$ cat src/smr_consts.vh
/*
 holds the constants of the message receive and report block: codes, steps,
 command codes, clock rate, bus phases, queue depth. assumes inclusion by bare name, 20 MHz clock.
*/
`ifndef SMR_CONSTS_VH
`define SMR_CONSTS_VH
`define SMR_CLK_MHZ 20
// report codes
`define SMR_C_RESET 8'h01
`define SMR_C_HOSTPAR 8'h22
`define SMR_C_SCSIPAR 8'h24
`define SMR_C_TIMEOUT 8'h2c
`define SMR_C_BUSFREE 8'h31
`define SMR_C_PHASECHG 8'h32
`define SMR_C_BADPHASE 8'h54
`define SMR_C_STATUS 8'h56
`define SMR_C_STATBLK 8'h5e
`define SMR_C_NORMAL 8'h60
`define SMR_C_DOUBLE 8'h64
`define SMR_C_REJECT 8'h65
`define SMR_C_MSGBLK 8'h6c
`define SMR_C_FREEPRE 8'h70
// step values
`define SMR_S_BEFORE 8'h00
`define SMR_S_DURING 8'h01
`define SMR_S_DONE 8'h02
// command codes
`define SMR_CMD_MSGRX 8'h17
`define SMR_CMD_SEL 8'h20
`define SMR_CMD_SELATN 8'h21
`define SMR_CMD_XFER 8'h18
`define SMR_CMD_TGT 8'h40
`define SMR_CMD_DISC 8'h00
// scsi bus phases (msg, c/d, i/o)
`define SMR_PH_MSGIN 3'h7
`define SMR_PH_STATUS 3'h3
// report queue depth
`define SMR_QDEPTH 4
`define SMR_QAW 2
`endif

$ cat src/smr_report_mem.v
/*
 holds the small report queue memory: code and step words, registered read.
 assumes one writer and one reader in the same clock domain.
*/
module smr_report_mem (
  // clocking
  input wire sys_clk,
  input wire clk_en,
  // write side
  input wire wr_en,
  input wire [1:0] wr_addr,
  input wire [15:0] wr_data,
  // read side
  input wire [1:0] rd_addr,
  output reg [15:0] rd_data
);
  reg [15:0] mem [0:3];

  // memory array has no reset; contents are qualified by queue pointers
  always @(posedge sys_clk)
  begin
    if (clk_en)
    begin
      if (wr_en)
        mem[wr_addr] <= wr_data;
      rd_data <= mem[rd_addr];
    end
  end
endmodule

$ cat src/smr_skid_buf.v
/*
 holds a two-entry buffer with valid/ready on both sides for received bytes.
 assumes the drain side may stall for any number of cycles.
*/
module smr_skid_buf (
  // clocking and reset
  input wire sys_clk,
  input wire rst_n,
  input wire clk_en,
  // fill side
  input wire in_valid,
  output wire in_ready,
  input wire [7:0] in_data,
  // drain side
  output wire out_valid,
  input wire out_ready,
  output reg [7:0] out_data,
  // occupancy
  output wire buf_empty
);
  reg [7:0] hold_r;
  reg [1:0] cnt_r;

  assign in_ready = (cnt_r != 2'd2);
  assign out_valid = (cnt_r != 2'd0);
  assign buf_empty = (cnt_r == 2'd0);

  always @(posedge sys_clk or negedge rst_n)
  begin
    if (!rst_n)
    begin
      cnt_r <= 2'd0;
      hold_r <= 8'h00;
      out_data <= 8'h00;
    end
    else if (clk_en)
    begin
      case ({in_valid && in_ready, out_valid && out_ready})
        2'b10:
        begin
          if (cnt_r == 2'd0)
            out_data <= in_data;
          else
            hold_r <= in_data;
          cnt_r <= cnt_r + 2'd1;
        end
        2'b01:
        begin
          out_data <= hold_r;
          cnt_r <= cnt_r - 2'd1;
        end
        2'b11:
        begin
          if (cnt_r == 2'd1)
            out_data <= in_data;
          else
          begin
            out_data <= hold_r;
            hold_r <= in_data;
          end
        end
        default:
          cnt_r <= cnt_r;
      endcase
    end
  end
endmodule

$ cat src/smr_msg_receive.v
/*
 holds the message receive command engine of the initiator and its
 completion and error reporting: each outcome becomes a code/step report
 queued to the host with an interrupt.
 assumes scsi pins are asynchronous (two-flop synchronised here), host
 command port and buffer drain are on sys_clk.
*/
// Operation
// - reset before transfer posts 01h step 00h
// - reset during receive stops, posts 01h/01h
// - parity error: finish all bytes, post 24h
// - req/ack timeout ends command, posts 2ch
// - bus free mid receive posts 31h/01h
// - phase change mid receive posts 32h/01h
// - first req not message-in posts 54h
// - auto receive status first: take byte, 56h
// - auto receive status, buffer busy: 5eh
// - zero byte count refused, posts 65h/01h
// - unread buffer at first req posts 6ch/01h
// - bus free before reception posts 70h/00h
// - manual ack, free with ack posts 31h/00h
// - second command: first result, then 64h
// - pending idle source first, then 64h, for a command answered at once
// - target-only or undefined command posts 65h/00h
// - nexus order violations post 65h/00h
// - host register parity error posts 22h/00h
module smr_msg_receive (
  // clocking and reset
  input wire sys_clk,
  input wire rst_n,
  input wire clk_en,
  // host command port
  input wire cmd_valid,
  input wire [7:0] cmd_code,
  input wire [7:0] byte_count,
  input wire auto_rx_en,
  input wire manual_ack_mode,
  input wire reg_par_err,
  input wire nexus_up,
  // scsi bus pins (asynchronous)
  input wire scsi_rst,
  input wire scsi_bsy,
  input wire scsi_sel,
  input wire scsi_req,
  input wire [2:0] scsi_phase,
  input wire [7:0] scsi_data,
  input wire scsi_par_ok,
  output reg scsi_ack,
  // req/ack timeout in cycles, zero disables
  input wire [15:0] req_timeout,
  // received byte stream
  output wire rx_valid,
  input wire rx_ready,
  output wire [7:0] rx_data,
  // report to host
  output wire irq,
  output wire [7:0] rpt_code,
  output wire [7:0] rpt_step,
  input wire rpt_ack,
  output wire busy
);
  `include "smr_consts.vh"

  localparam ST_IDLE = 3'd0;
  localparam ST_WAIT = 3'd1;
  localparam ST_ACK = 3'd2;
  localparam ST_REL = 3'd3;
  localparam ST_HOLD = 3'd4;

  // two-flop synchronisers for every scsi pin
  reg [15:0] s1_r;
  reg [15:0] s2_r;
  wire [15:0] pins = {scsi_rst, scsi_bsy, scsi_sel, scsi_req, scsi_phase,
                      scsi_data, scsi_par_ok};
  always @(posedge sys_clk or negedge rst_n)
  begin
    if (!rst_n)
    begin
      s1_r <= 16'h0000;
      s2_r <= 16'h0000;
    end
    else if (clk_en)
    begin
      s1_r <= pins;
      s2_r <= s1_r;
    end
  end
  wire b_rst = s2_r[15];
  wire b_free = !s2_r[14] && !s2_r[13];
  wire b_req = s2_r[12];
  wire [2:0] b_ph = s2_r[11:9];
  wire [7:0] b_dat = s2_r[8:1];

  reg [2:0] st_r;
  reg [7:0] left_r;
  reg first_r;
  reg par_r;
  reg [15:0] tmo_r;
  reg dbl_r;
  reg pend_r;
  reg [7:0] byte_r;

  // received bytes enter the two-entry buffer
  wire buf_in_ready;
  wire buf_empty;
  reg buf_push;
  smr_skid_buf u_buf (
    .sys_clk(sys_clk),
    .rst_n(rst_n),
    .clk_en(clk_en),
    .in_valid(buf_push),
    .in_ready(buf_in_ready),
    .in_data(byte_r),
    .out_valid(rx_valid),
    .out_ready(rx_ready),
    .out_data(rx_data),
    .buf_empty(buf_empty)
  );

  // report queue
  reg [2:0] qcnt_r;
  reg [1:0] wp_r;
  reg [1:0] rp_r;
  reg [1:0] q_wr;
  reg [15:0] q_d0;
  reg [15:0] q_d1;
  wire [15:0] q_rd;
  wire q_pop = rpt_ack && (qcnt_r != 3'd0);
  wire [1:0] rp_nxt = q_pop ? rp_r + 2'd1 : rp_r;
  smr_report_mem u_mem (
    .sys_clk(sys_clk),
    .clk_en(clk_en),
    .wr_en(q_wr != 2'd0),
    .wr_addr(wp_r),
    .wr_data(q_wr[0] ? q_d0 : q_d1),
    .rd_addr(rp_nxt),
    .rd_data(q_rd)
  );
  reg [15:0] second_r;
  reg second_v_r;
  assign rpt_code = q_rd[15:8];
  assign rpt_step = q_rd[7:0];
  reg wr_fresh_r;
  // report and its interrupt stand until the host acknowledges, except that a write at the queue depth replaces the report
  assign irq = (qcnt_r != 3'd0) && !wr_fresh_r;
  assign busy = (st_r != ST_IDLE);

  // command decode
  wire is_msg = cmd_code == `SMR_CMD_MSGRX;
  wire is_sel = cmd_code == `SMR_CMD_SEL || cmd_code == `SMR_CMD_SELATN;
  wire is_xfer = cmd_code == `SMR_CMD_XFER;
  wire is_disc = cmd_code == `SMR_CMD_DISC;
  wire cmd_ok = is_msg || is_sel || is_xfer || is_disc;

  reg [15:0] rep_nxt;
  reg rep_go;
  reg [2:0] st_nxt;
  always @*
  begin
    rep_go = 1'b0;
    rep_nxt = 16'h0000;
    st_nxt = st_r;
    buf_push = 1'b0;
    case (st_r)
      ST_IDLE:
      begin
        if (cmd_valid)
        begin
          rep_go = 1'b1;
          st_nxt = ST_IDLE;
          if (reg_par_err)
            rep_nxt = {`SMR_C_HOSTPAR, `SMR_S_BEFORE};
          else if (!cmd_ok || cmd_code[7:6] == 2'b01)
            rep_nxt = {`SMR_C_REJECT, `SMR_S_BEFORE};
          else if (((is_msg || is_xfer) && !nexus_up) || (is_sel && nexus_up))
            rep_nxt = {`SMR_C_REJECT, `SMR_S_BEFORE};
          else if (!is_msg)
            rep_nxt = {`SMR_C_NORMAL, `SMR_S_DURING};
          else if (b_rst)
            rep_nxt = {`SMR_C_RESET, `SMR_S_BEFORE};
          else if (b_free)
            rep_nxt = {`SMR_C_FREEPRE, `SMR_S_BEFORE};
          else if (byte_count == 8'h00)
            rep_nxt = {`SMR_C_REJECT, `SMR_S_DURING};
          else
          begin
            rep_go = 1'b0;
            st_nxt = ST_WAIT;
          end
        end
        else if (manual_ack_mode && scsi_ack && b_free)
        begin
          rep_go = 1'b1;
          rep_nxt = {`SMR_C_BUSFREE, `SMR_S_BEFORE};
        end
      end
      ST_WAIT, ST_ACK, ST_REL:
      begin
        // reset, free, timeout end the command at once
        if (b_rst)
        begin
          rep_go = 1'b1;
          rep_nxt = {`SMR_C_RESET, `SMR_S_DURING};
          st_nxt = ST_IDLE;
        end
        else if (b_free)
        begin
          rep_go = 1'b1;
          rep_nxt = {`SMR_C_BUSFREE, `SMR_S_DURING};
          st_nxt = ST_IDLE;
        end
        else if (req_timeout != 16'h0000 && tmo_r >= req_timeout)
        begin
          rep_go = 1'b1;
          rep_nxt = {`SMR_C_TIMEOUT, `SMR_S_DURING};
          st_nxt = ST_IDLE;
        end
        else if (st_r == ST_WAIT && b_req)
        begin
          if (first_r && b_ph != `SMR_PH_MSGIN)
          begin
            rep_go = 1'b1;
            st_nxt = ST_IDLE;
            if (auto_rx_en && b_ph == `SMR_PH_STATUS && !buf_empty)
              rep_nxt = {`SMR_C_STATBLK, `SMR_S_DURING};
            else if (auto_rx_en && b_ph == `SMR_PH_STATUS && buf_in_ready)
            begin
              rep_go = 1'b0;
              st_nxt = ST_ACK;
            end
            else
              rep_nxt = {`SMR_C_BADPHASE, `SMR_S_DURING};
          end
          else if (!first_r && b_ph != `SMR_PH_MSGIN)
          begin
            rep_go = 1'b1;
            rep_nxt = {`SMR_C_PHASECHG, `SMR_S_DURING};
            st_nxt = ST_IDLE;
          end
          else if (first_r && !buf_empty)
          begin
            // checked at first req so the status path can still report 5eh
            rep_go = 1'b1;
            rep_nxt = {`SMR_C_MSGBLK, `SMR_S_DURING};
            st_nxt = ST_IDLE;
          end
          else if (buf_in_ready)
            st_nxt = ST_ACK;
        end
        else if (st_r == ST_ACK)
        begin
          buf_push = 1'b1;
          st_nxt = ST_REL;
        end
        else if (st_r == ST_REL && !b_req)
        begin
          if (b_ph == `SMR_PH_STATUS && first_r)
          begin
            rep_go = 1'b1;
            rep_nxt = {`SMR_C_STATUS, `SMR_S_DURING};
            st_nxt = ST_IDLE;
          end
          else if (left_r == 8'h01)
          begin
            rep_go = 1'b1;
            st_nxt = ST_IDLE;
            if (par_r)
              rep_nxt = {`SMR_C_SCSIPAR, `SMR_S_DURING};
            else
              rep_nxt = {`SMR_C_NORMAL, `SMR_S_DONE};
          end
          else
            st_nxt = ST_WAIT;
        end
      end
      default:
        st_nxt = ST_IDLE;
    endcase
  end

  // a busy-time command, or one answered at once over a pending idle report, queues a 64h after
  wire dbl_now = cmd_valid && st_r != ST_IDLE;
  wire pend_now = cmd_valid && st_r == ST_IDLE && (qcnt_r != 3'd0);

  always @(posedge sys_clk or negedge rst_n)
  begin
    if (!rst_n)
    begin
      st_r <= ST_IDLE;
      left_r <= 8'h00;
      first_r <= 1'b0;
      par_r <= 1'b0;
      tmo_r <= 16'h0000;
      dbl_r <= 1'b0;
      pend_r <= 1'b0;
      byte_r <= 8'h00;
      scsi_ack <= 1'b0;
      qcnt_r <= 3'd0;
      wp_r <= 2'd0;
      rp_r <= 2'd0;
      q_wr <= 2'd0;
      q_d0 <= 16'h0000;
      q_d1 <= 16'h0000;
      second_r <= 16'h0000;
      second_v_r <= 1'b0;
      wr_fresh_r <= 1'b0;
    end
    else if (clk_en)
    begin
      st_r <= st_nxt;
      tmo_r <= (st_nxt != st_r || st_r == ST_IDLE) ? 16'h0000 : tmo_r + 16'h0001;
      if (st_r == ST_IDLE && st_nxt == ST_WAIT)
      begin
        left_r <= byte_count;
        first_r <= 1'b1;
        par_r <= 1'b0;
      end
      if (st_nxt == ST_ACK && st_r == ST_WAIT)
      begin
        byte_r <= b_dat;
        par_r <= par_r | !s2_r[0];
        scsi_ack <= 1'b1;
      end
      if (st_r == ST_ACK)
        first_r <= first_r && b_ph == `SMR_PH_STATUS;
      if (st_r == ST_REL && !b_req)
      begin
        left_r <= left_r - 8'h01;
        if (!manual_ack_mode)
          scsi_ack <= 1'b0;
      end
      if (b_free)
        scsi_ack <= 1'b0;
      if (dbl_now)
        dbl_r <= 1'b1;
      // the 64h report goes in behind the first result
      q_wr <= 2'd0;
      if (rep_go)
      begin
        q_d0 <= rep_nxt;
        q_wr <= 2'b01;
        if (dbl_r || dbl_now || pend_now)
        begin
          second_r <= {`SMR_C_DOUBLE, `SMR_S_BEFORE};
          second_v_r <= 1'b1;
          dbl_r <= 1'b0;
        end
      end
      else if (second_v_r)
      begin
        q_d1 <= second_r;
        q_wr <= 2'b10;
        second_v_r <= 1'b0;
      end
      if (q_wr != 2'd0)
        wp_r <= wp_r + 2'd1;
      // at the queue depth the count holds at 4, but the write still lands and wp_r advances over the oldest entry
      qcnt_r <= qcnt_r + ((q_wr != 2'd0 && qcnt_r != 3'd4) ? 3'd1 : 3'd0)
                - (q_pop ? 3'd1 : 3'd0);
      rp_r <= rp_nxt;
      wr_fresh_r <= q_pop || (q_wr != 2'd0 && qcnt_r == 3'd0);
    end
  end
endmodule

$ cat config.mk
export PLATFORM = sky130hd
export DESIGN_NAME = smr_msg_receive
export DESIGN_NICKNAME = d
export VERILOG_FILES = /design/src/smr_report_mem.v /design/src/smr_skid_buf.v /design/src/smr_msg_receive.v
export VERILOG_INCLUDE_DIRS = /design/src /design/src/src
export SDC_FILE = /design/constraint.sdc
export NUM_CORES = 1
export LEC_CHECK = 0
export BUFFER_PORTS_ARGS = -buffer_cell sky130_fd_sc_hd__buf_2
export CAP_MARGIN = 20
export CORE_ASPECT_RATIO = 2
export CORE_MARGIN = 2
export CORE_UTILIZATION = 63
export CTS_CLUSTER_SIZE = 14
export DETAILED_ROUTE_END_ITERATION = 8
export PLACE_DENSITY = 0.84
export SLEW_MARGIN = 20
export SYNTH_ARGS = -nofsm -noshare
export SYNTH_HDL_FRONTEND = slang
export SYNTH_HIERARCHICAL = 1
export SYNTH_SLANG_ARGS = --single-unit
$ cat constraint.sdc
create_clock -name sys_clk -period 8.35 [get_ports sys_clk]
set_input_delay 0 -clock sys_clk [delete_from_list [all_inputs] [get_ports sys_clk]]
set_output_delay 0 -clock sys_clk [all_outputs]
set_load 0.02 [all_outputs]
==> load_flow_metrics.sql <==
INSERT INTO impl_metrics (metric_group, metric, value, unit) VALUES
('run_status', 'outcome', 'finished, final reports clean', ''),
('power_and_ir_drop', 'totalPowerFinal', '0.00275', 'W'),
('sta', 'rel_slew_slack', '34.3', '%'),
('worst_setup_path', 'required', '8.62', 'ns'),
('drt', 'drt_first_iter_violations', '436', ''),
('drt', 'firstDrtPassIters', '6', ''),
('yosys', 'ys_seq_elements', '191', ''),
('placed_design', 'place_ws', '5.26', 'ns'),
('floorplanning', 'die_area', '15700', 'µm²'),
('grt', 'use_met2', '50.2', '%'),
('clock_tree', 'clock_pin_transition_on_the_worst_setup_and_hold_timing_paths', '0.07', 'ns'),
('flow_run', 'drv.max_cap_violation_count', '0', ''),
('worst_setup_path', 'rr_worst_depth', '8', ''),
('sta', 'final_critical_path_setup_slack', '5.14', 'ns'),
('clock_tree', 'clock_network_latency_to_the_later_pin_of_the_worst_skew_pair', '0.43', 'ns'),
('cells_and_area', 'layout.filler_cells', '904', ''),
('worst_setup_path', 'worstSetupStartpointType', 'register', ''),
('grt', 'grt_use_total', '27.5', '%'),
('cells_and_area', 'commonest_cells_after_routing_fill_and_taps_aside', 'dfrtp_1 (111), buf_2 (83), edfxtp_1 (80)', ''),
('floorplanning', 'floorplan.die.height', '175', 'µm'),
('sta', 'rsz0062_at_grt', 'no', ''),
('sta', 'tns', '0', 'ns'),
('yosys', 'post_synth_main_area_contributors', 'dfrtp_1 (30%), edfxtp_1 (26%), mux2_2 (6.7%)', ''),
('drt', 'detail_route.drc_violations', '0', ''),
('grt', 'overflow', '0', ''),
('clock_tree', 'cts-root-to-sink-buffers', '2', ''),
('power_and_ir_drop', 'cell_leakage_power', '4.53', 'nW'),
('power_and_ir_drop', 'switching_share', '31.3', '%'),
('power_and_ir_drop', 'comb_power_share', '26.1', '%'),
('grt', 'grt.met3_usage', '4.75', '%'),
('yosys', 'synth_cells', '729', ''),
('power_and_ir_drop', 'p_per_area', '256', 'nW/µm²'),
('cells_and_area', 'relative_area_change_from_synthesis_to_final_layout', '16.1', '%'),
('placed_design', 'port-buffer-count', '85', ''),
('worst_setup_path', 'crit_path_cell_trace', 'inv_1 -> ha_1 -> nor2b_1 -> nor4_1 -> a211oi_1 -> nor3b_1 -> a31oi_1 -> nor2_1', ''),
('yosys', 'synth_enable_flop_cells', '80', ''),
('worst_setup_path', 'worst_setup_path_end_kind', 'register', ''),
('grt', 'grt_pass1_vias', '6843', ''),
('sta', 'finalSetupViolCount', '0', ''),
('drt', 'finalWirelength', '20000', 'µm'),
('clock_tree', 'clk_root_buffer_cell', 'clkbuf_16', ''),
('cells_and_area', 'layout.nets', '947', ''),
('floorplanning', 'starting_density_of_the_core', '64.4', '%'),
('drt', 'route.antenna.remaining_nets', '0', ''),
('worst_setup_path', 'worst-endpoint-arrival', '3.48', 'ns'),
('power_and_ir_drop', 'flop_pwr_share', '46.4', '%'),
('grt', 'grt_max_degree', '82', ''),
('drt', 'detailroute.via_count', '6437', ''),
('grt', 'global_route_met1_usage', '28.6', '%'),
('yosys', 'synthDominantAreaCellType', 'dfrtp_1', ''),
('floorplanning', 'floorplan.rows', '62', ''),
('floorplanning', 'core-area', '14400', 'µm²'),
('clock_tree', 'tritoncts', 'built', ''),
('sta', 'minimum_clock_period_after_layout', '3.21', 'ns'),
('yosys', 'yosysSeqAreaShare', '56.0', '%'),
('sta', 'fin_worst_skew', '0.0108', 'ns'),
('floorplanning', 'io-pin-count', '86', ''),
('worst_setup_path', 'critical_setup_path_kind', 'reg2reg', ''),
('placed_design', 'detailed_place_hpwl', '14500', 'µm'),
('yosys', 'syn-mean-instance-area', '12.7', 'µm²'),
('yosys', 'synth_async_sr_flop_share', '58.1', '%'),
('cells_and_area', 'drive_gt1_share', '25.0', '%'),
('drt', 'routedWlPerCell', '18.7', 'µm'),
('sta', 'worst-slew-pin-transition', '0.980', 'ns'),
('placed_design', 'placement.cell_area', '9920', 'µm²'),
('power_and_ir_drop', 'clock_power_share', '27.5', '%'),
('sta', 'max_slew_vio_count', '0', ''),
('worst_setup_path', 'cpPeakStageDelay', '0.76', 'ns'),
('grt', 'grt-busiest-layer', 'met2', ''),
('drt', 'route.detailed.vias_per_inst', '6.02', ''),
('clock_tree', 'clock_sinks', '191', '');
==> logic make-up (layout without fill, tap and decap cells) <==
family | Yosys count | after routing | synth area share (%)
AO/OA/AOI/OAI | 134 | 134 | 10.2
XOR/XNOR | 19 | 19 | 1.80
adder cells (fa/ha/maj) | 25 | 25 | 3.46
buffers and inverters | 66 | 187 | 3.30
flip-flops | 191 | 191 | 56.0
multiplexers | 85 | 85 | 12.8
other | 1 | 29 | 0.0406
AND/OR/NAND/NOR | 208 | 208 | 12.4
==> worst max-delay path by stage <==
| stage | to | slack (ns) | depth (start not counted) |
|---|---|---|---|
| final | tmo_r[10]$_DFFE_PN0P_ | 5.14 | 8 |
| after global routing | tmo_r[10]$_DFFE_PN0P_ | 4.96 | 8 |
| after CTS | u_buf/out_data[4]$_DFFE_PN0P_ | 5.18 | 11 |
| after detailed placement | u_buf/hold_r[6]$_DFFE_PN0P_ | 5.26 | 10 |
| after global placement | u_buf/hold_r[7]$_DFFE_PN0P_ | 5.37 | 10 |
| after floorplan | u_mem/mem[0][0]$_DFFE_PP_ | 5.61 | 3 |
==> layer usage <==
metal / vias to the layer above / part of all wire, %
li1: 2980 / -
met1: 3196 / 35
met2: 202 / 57
met3: 59 / 3.7
met4: 0 / 4.2
met5: - / 0
==> flip-flops by register name (all words and copies together) (netlist names), 9 cells and up <==
signal         cells
u_mem/mem         64
s1_r              16
u_mem/rd_data     16
q_d0               9
s2_r              16
tmo_r             16
==> per-stage QoR <==
step	std cells	util (%)
2_1_floorplan	756	-
3_3_place_gp	1011	69.1
3_5_place_dp	1011	69.1
4_1_cts	1069	74.8
5_1_grt	1069	74.8
6_report	1070	74.8
==> power groups by stage <==
stage	logic (W)	registers (W)	clock network, W
2_1_floorplan	0.000473	0.00134	0
3_3_place_gp	0.000680	0.00128	0
3_5_place_dp	0.000712	0.00130	0
4_1_cts	0.000726	0.00128	0.000772
5_1_grt	0.000785	0.00130	0.000808
6_report	0.000717	0.00128	0.000758
==> area by class of cell <==
type	instances	area [µm²]	share of cell area [%]
sequential	191	5180	48.2
antenna	1	2.50	0.0233
clock inverter	15	129	1.20
tap	192	240	2.24
timing repair buffer	116	732	6.82
clock buffer	17	425	3.96
multi-input combinational	499	3880	36.2
inverter	39	146	1.36
==> what timing repair did <==
item / in CTS / in global routing
endpoints found under the hold margin: 55 / 0
gates resized for setup: 0 / 0
hold buffers: 26 / 0
setup buffers: 0 / 0
==> critical path, delay by kind of cell, from the launching register on <==
kind	cells	cell delay, ns
AOI/OAI and AO/OA	2	1.01
and+or+nand+nor	4	1.20
buffers and inverters	1	0.11
DFF	1	0.40
adders and majority gates	1	0.33
==> cells in the mapped netlist (all sizes together), types with 8 or more instances <==
library cell,n
mux2,65
a222oi,8
edfxtp,80
o21ai,24
nor4,11
nor2,52
dfrtp,111
mux4,16
nand2,44
inv,39
clkbuf,11
nand3,15
nand2b,11
a31oi,11
xnor2,13
a21oi,40
nand4,11
and3,8
ha,24
nor3,11
and2,10
buf,16
No activity file was read; power rests on OpenSTA's default activity.
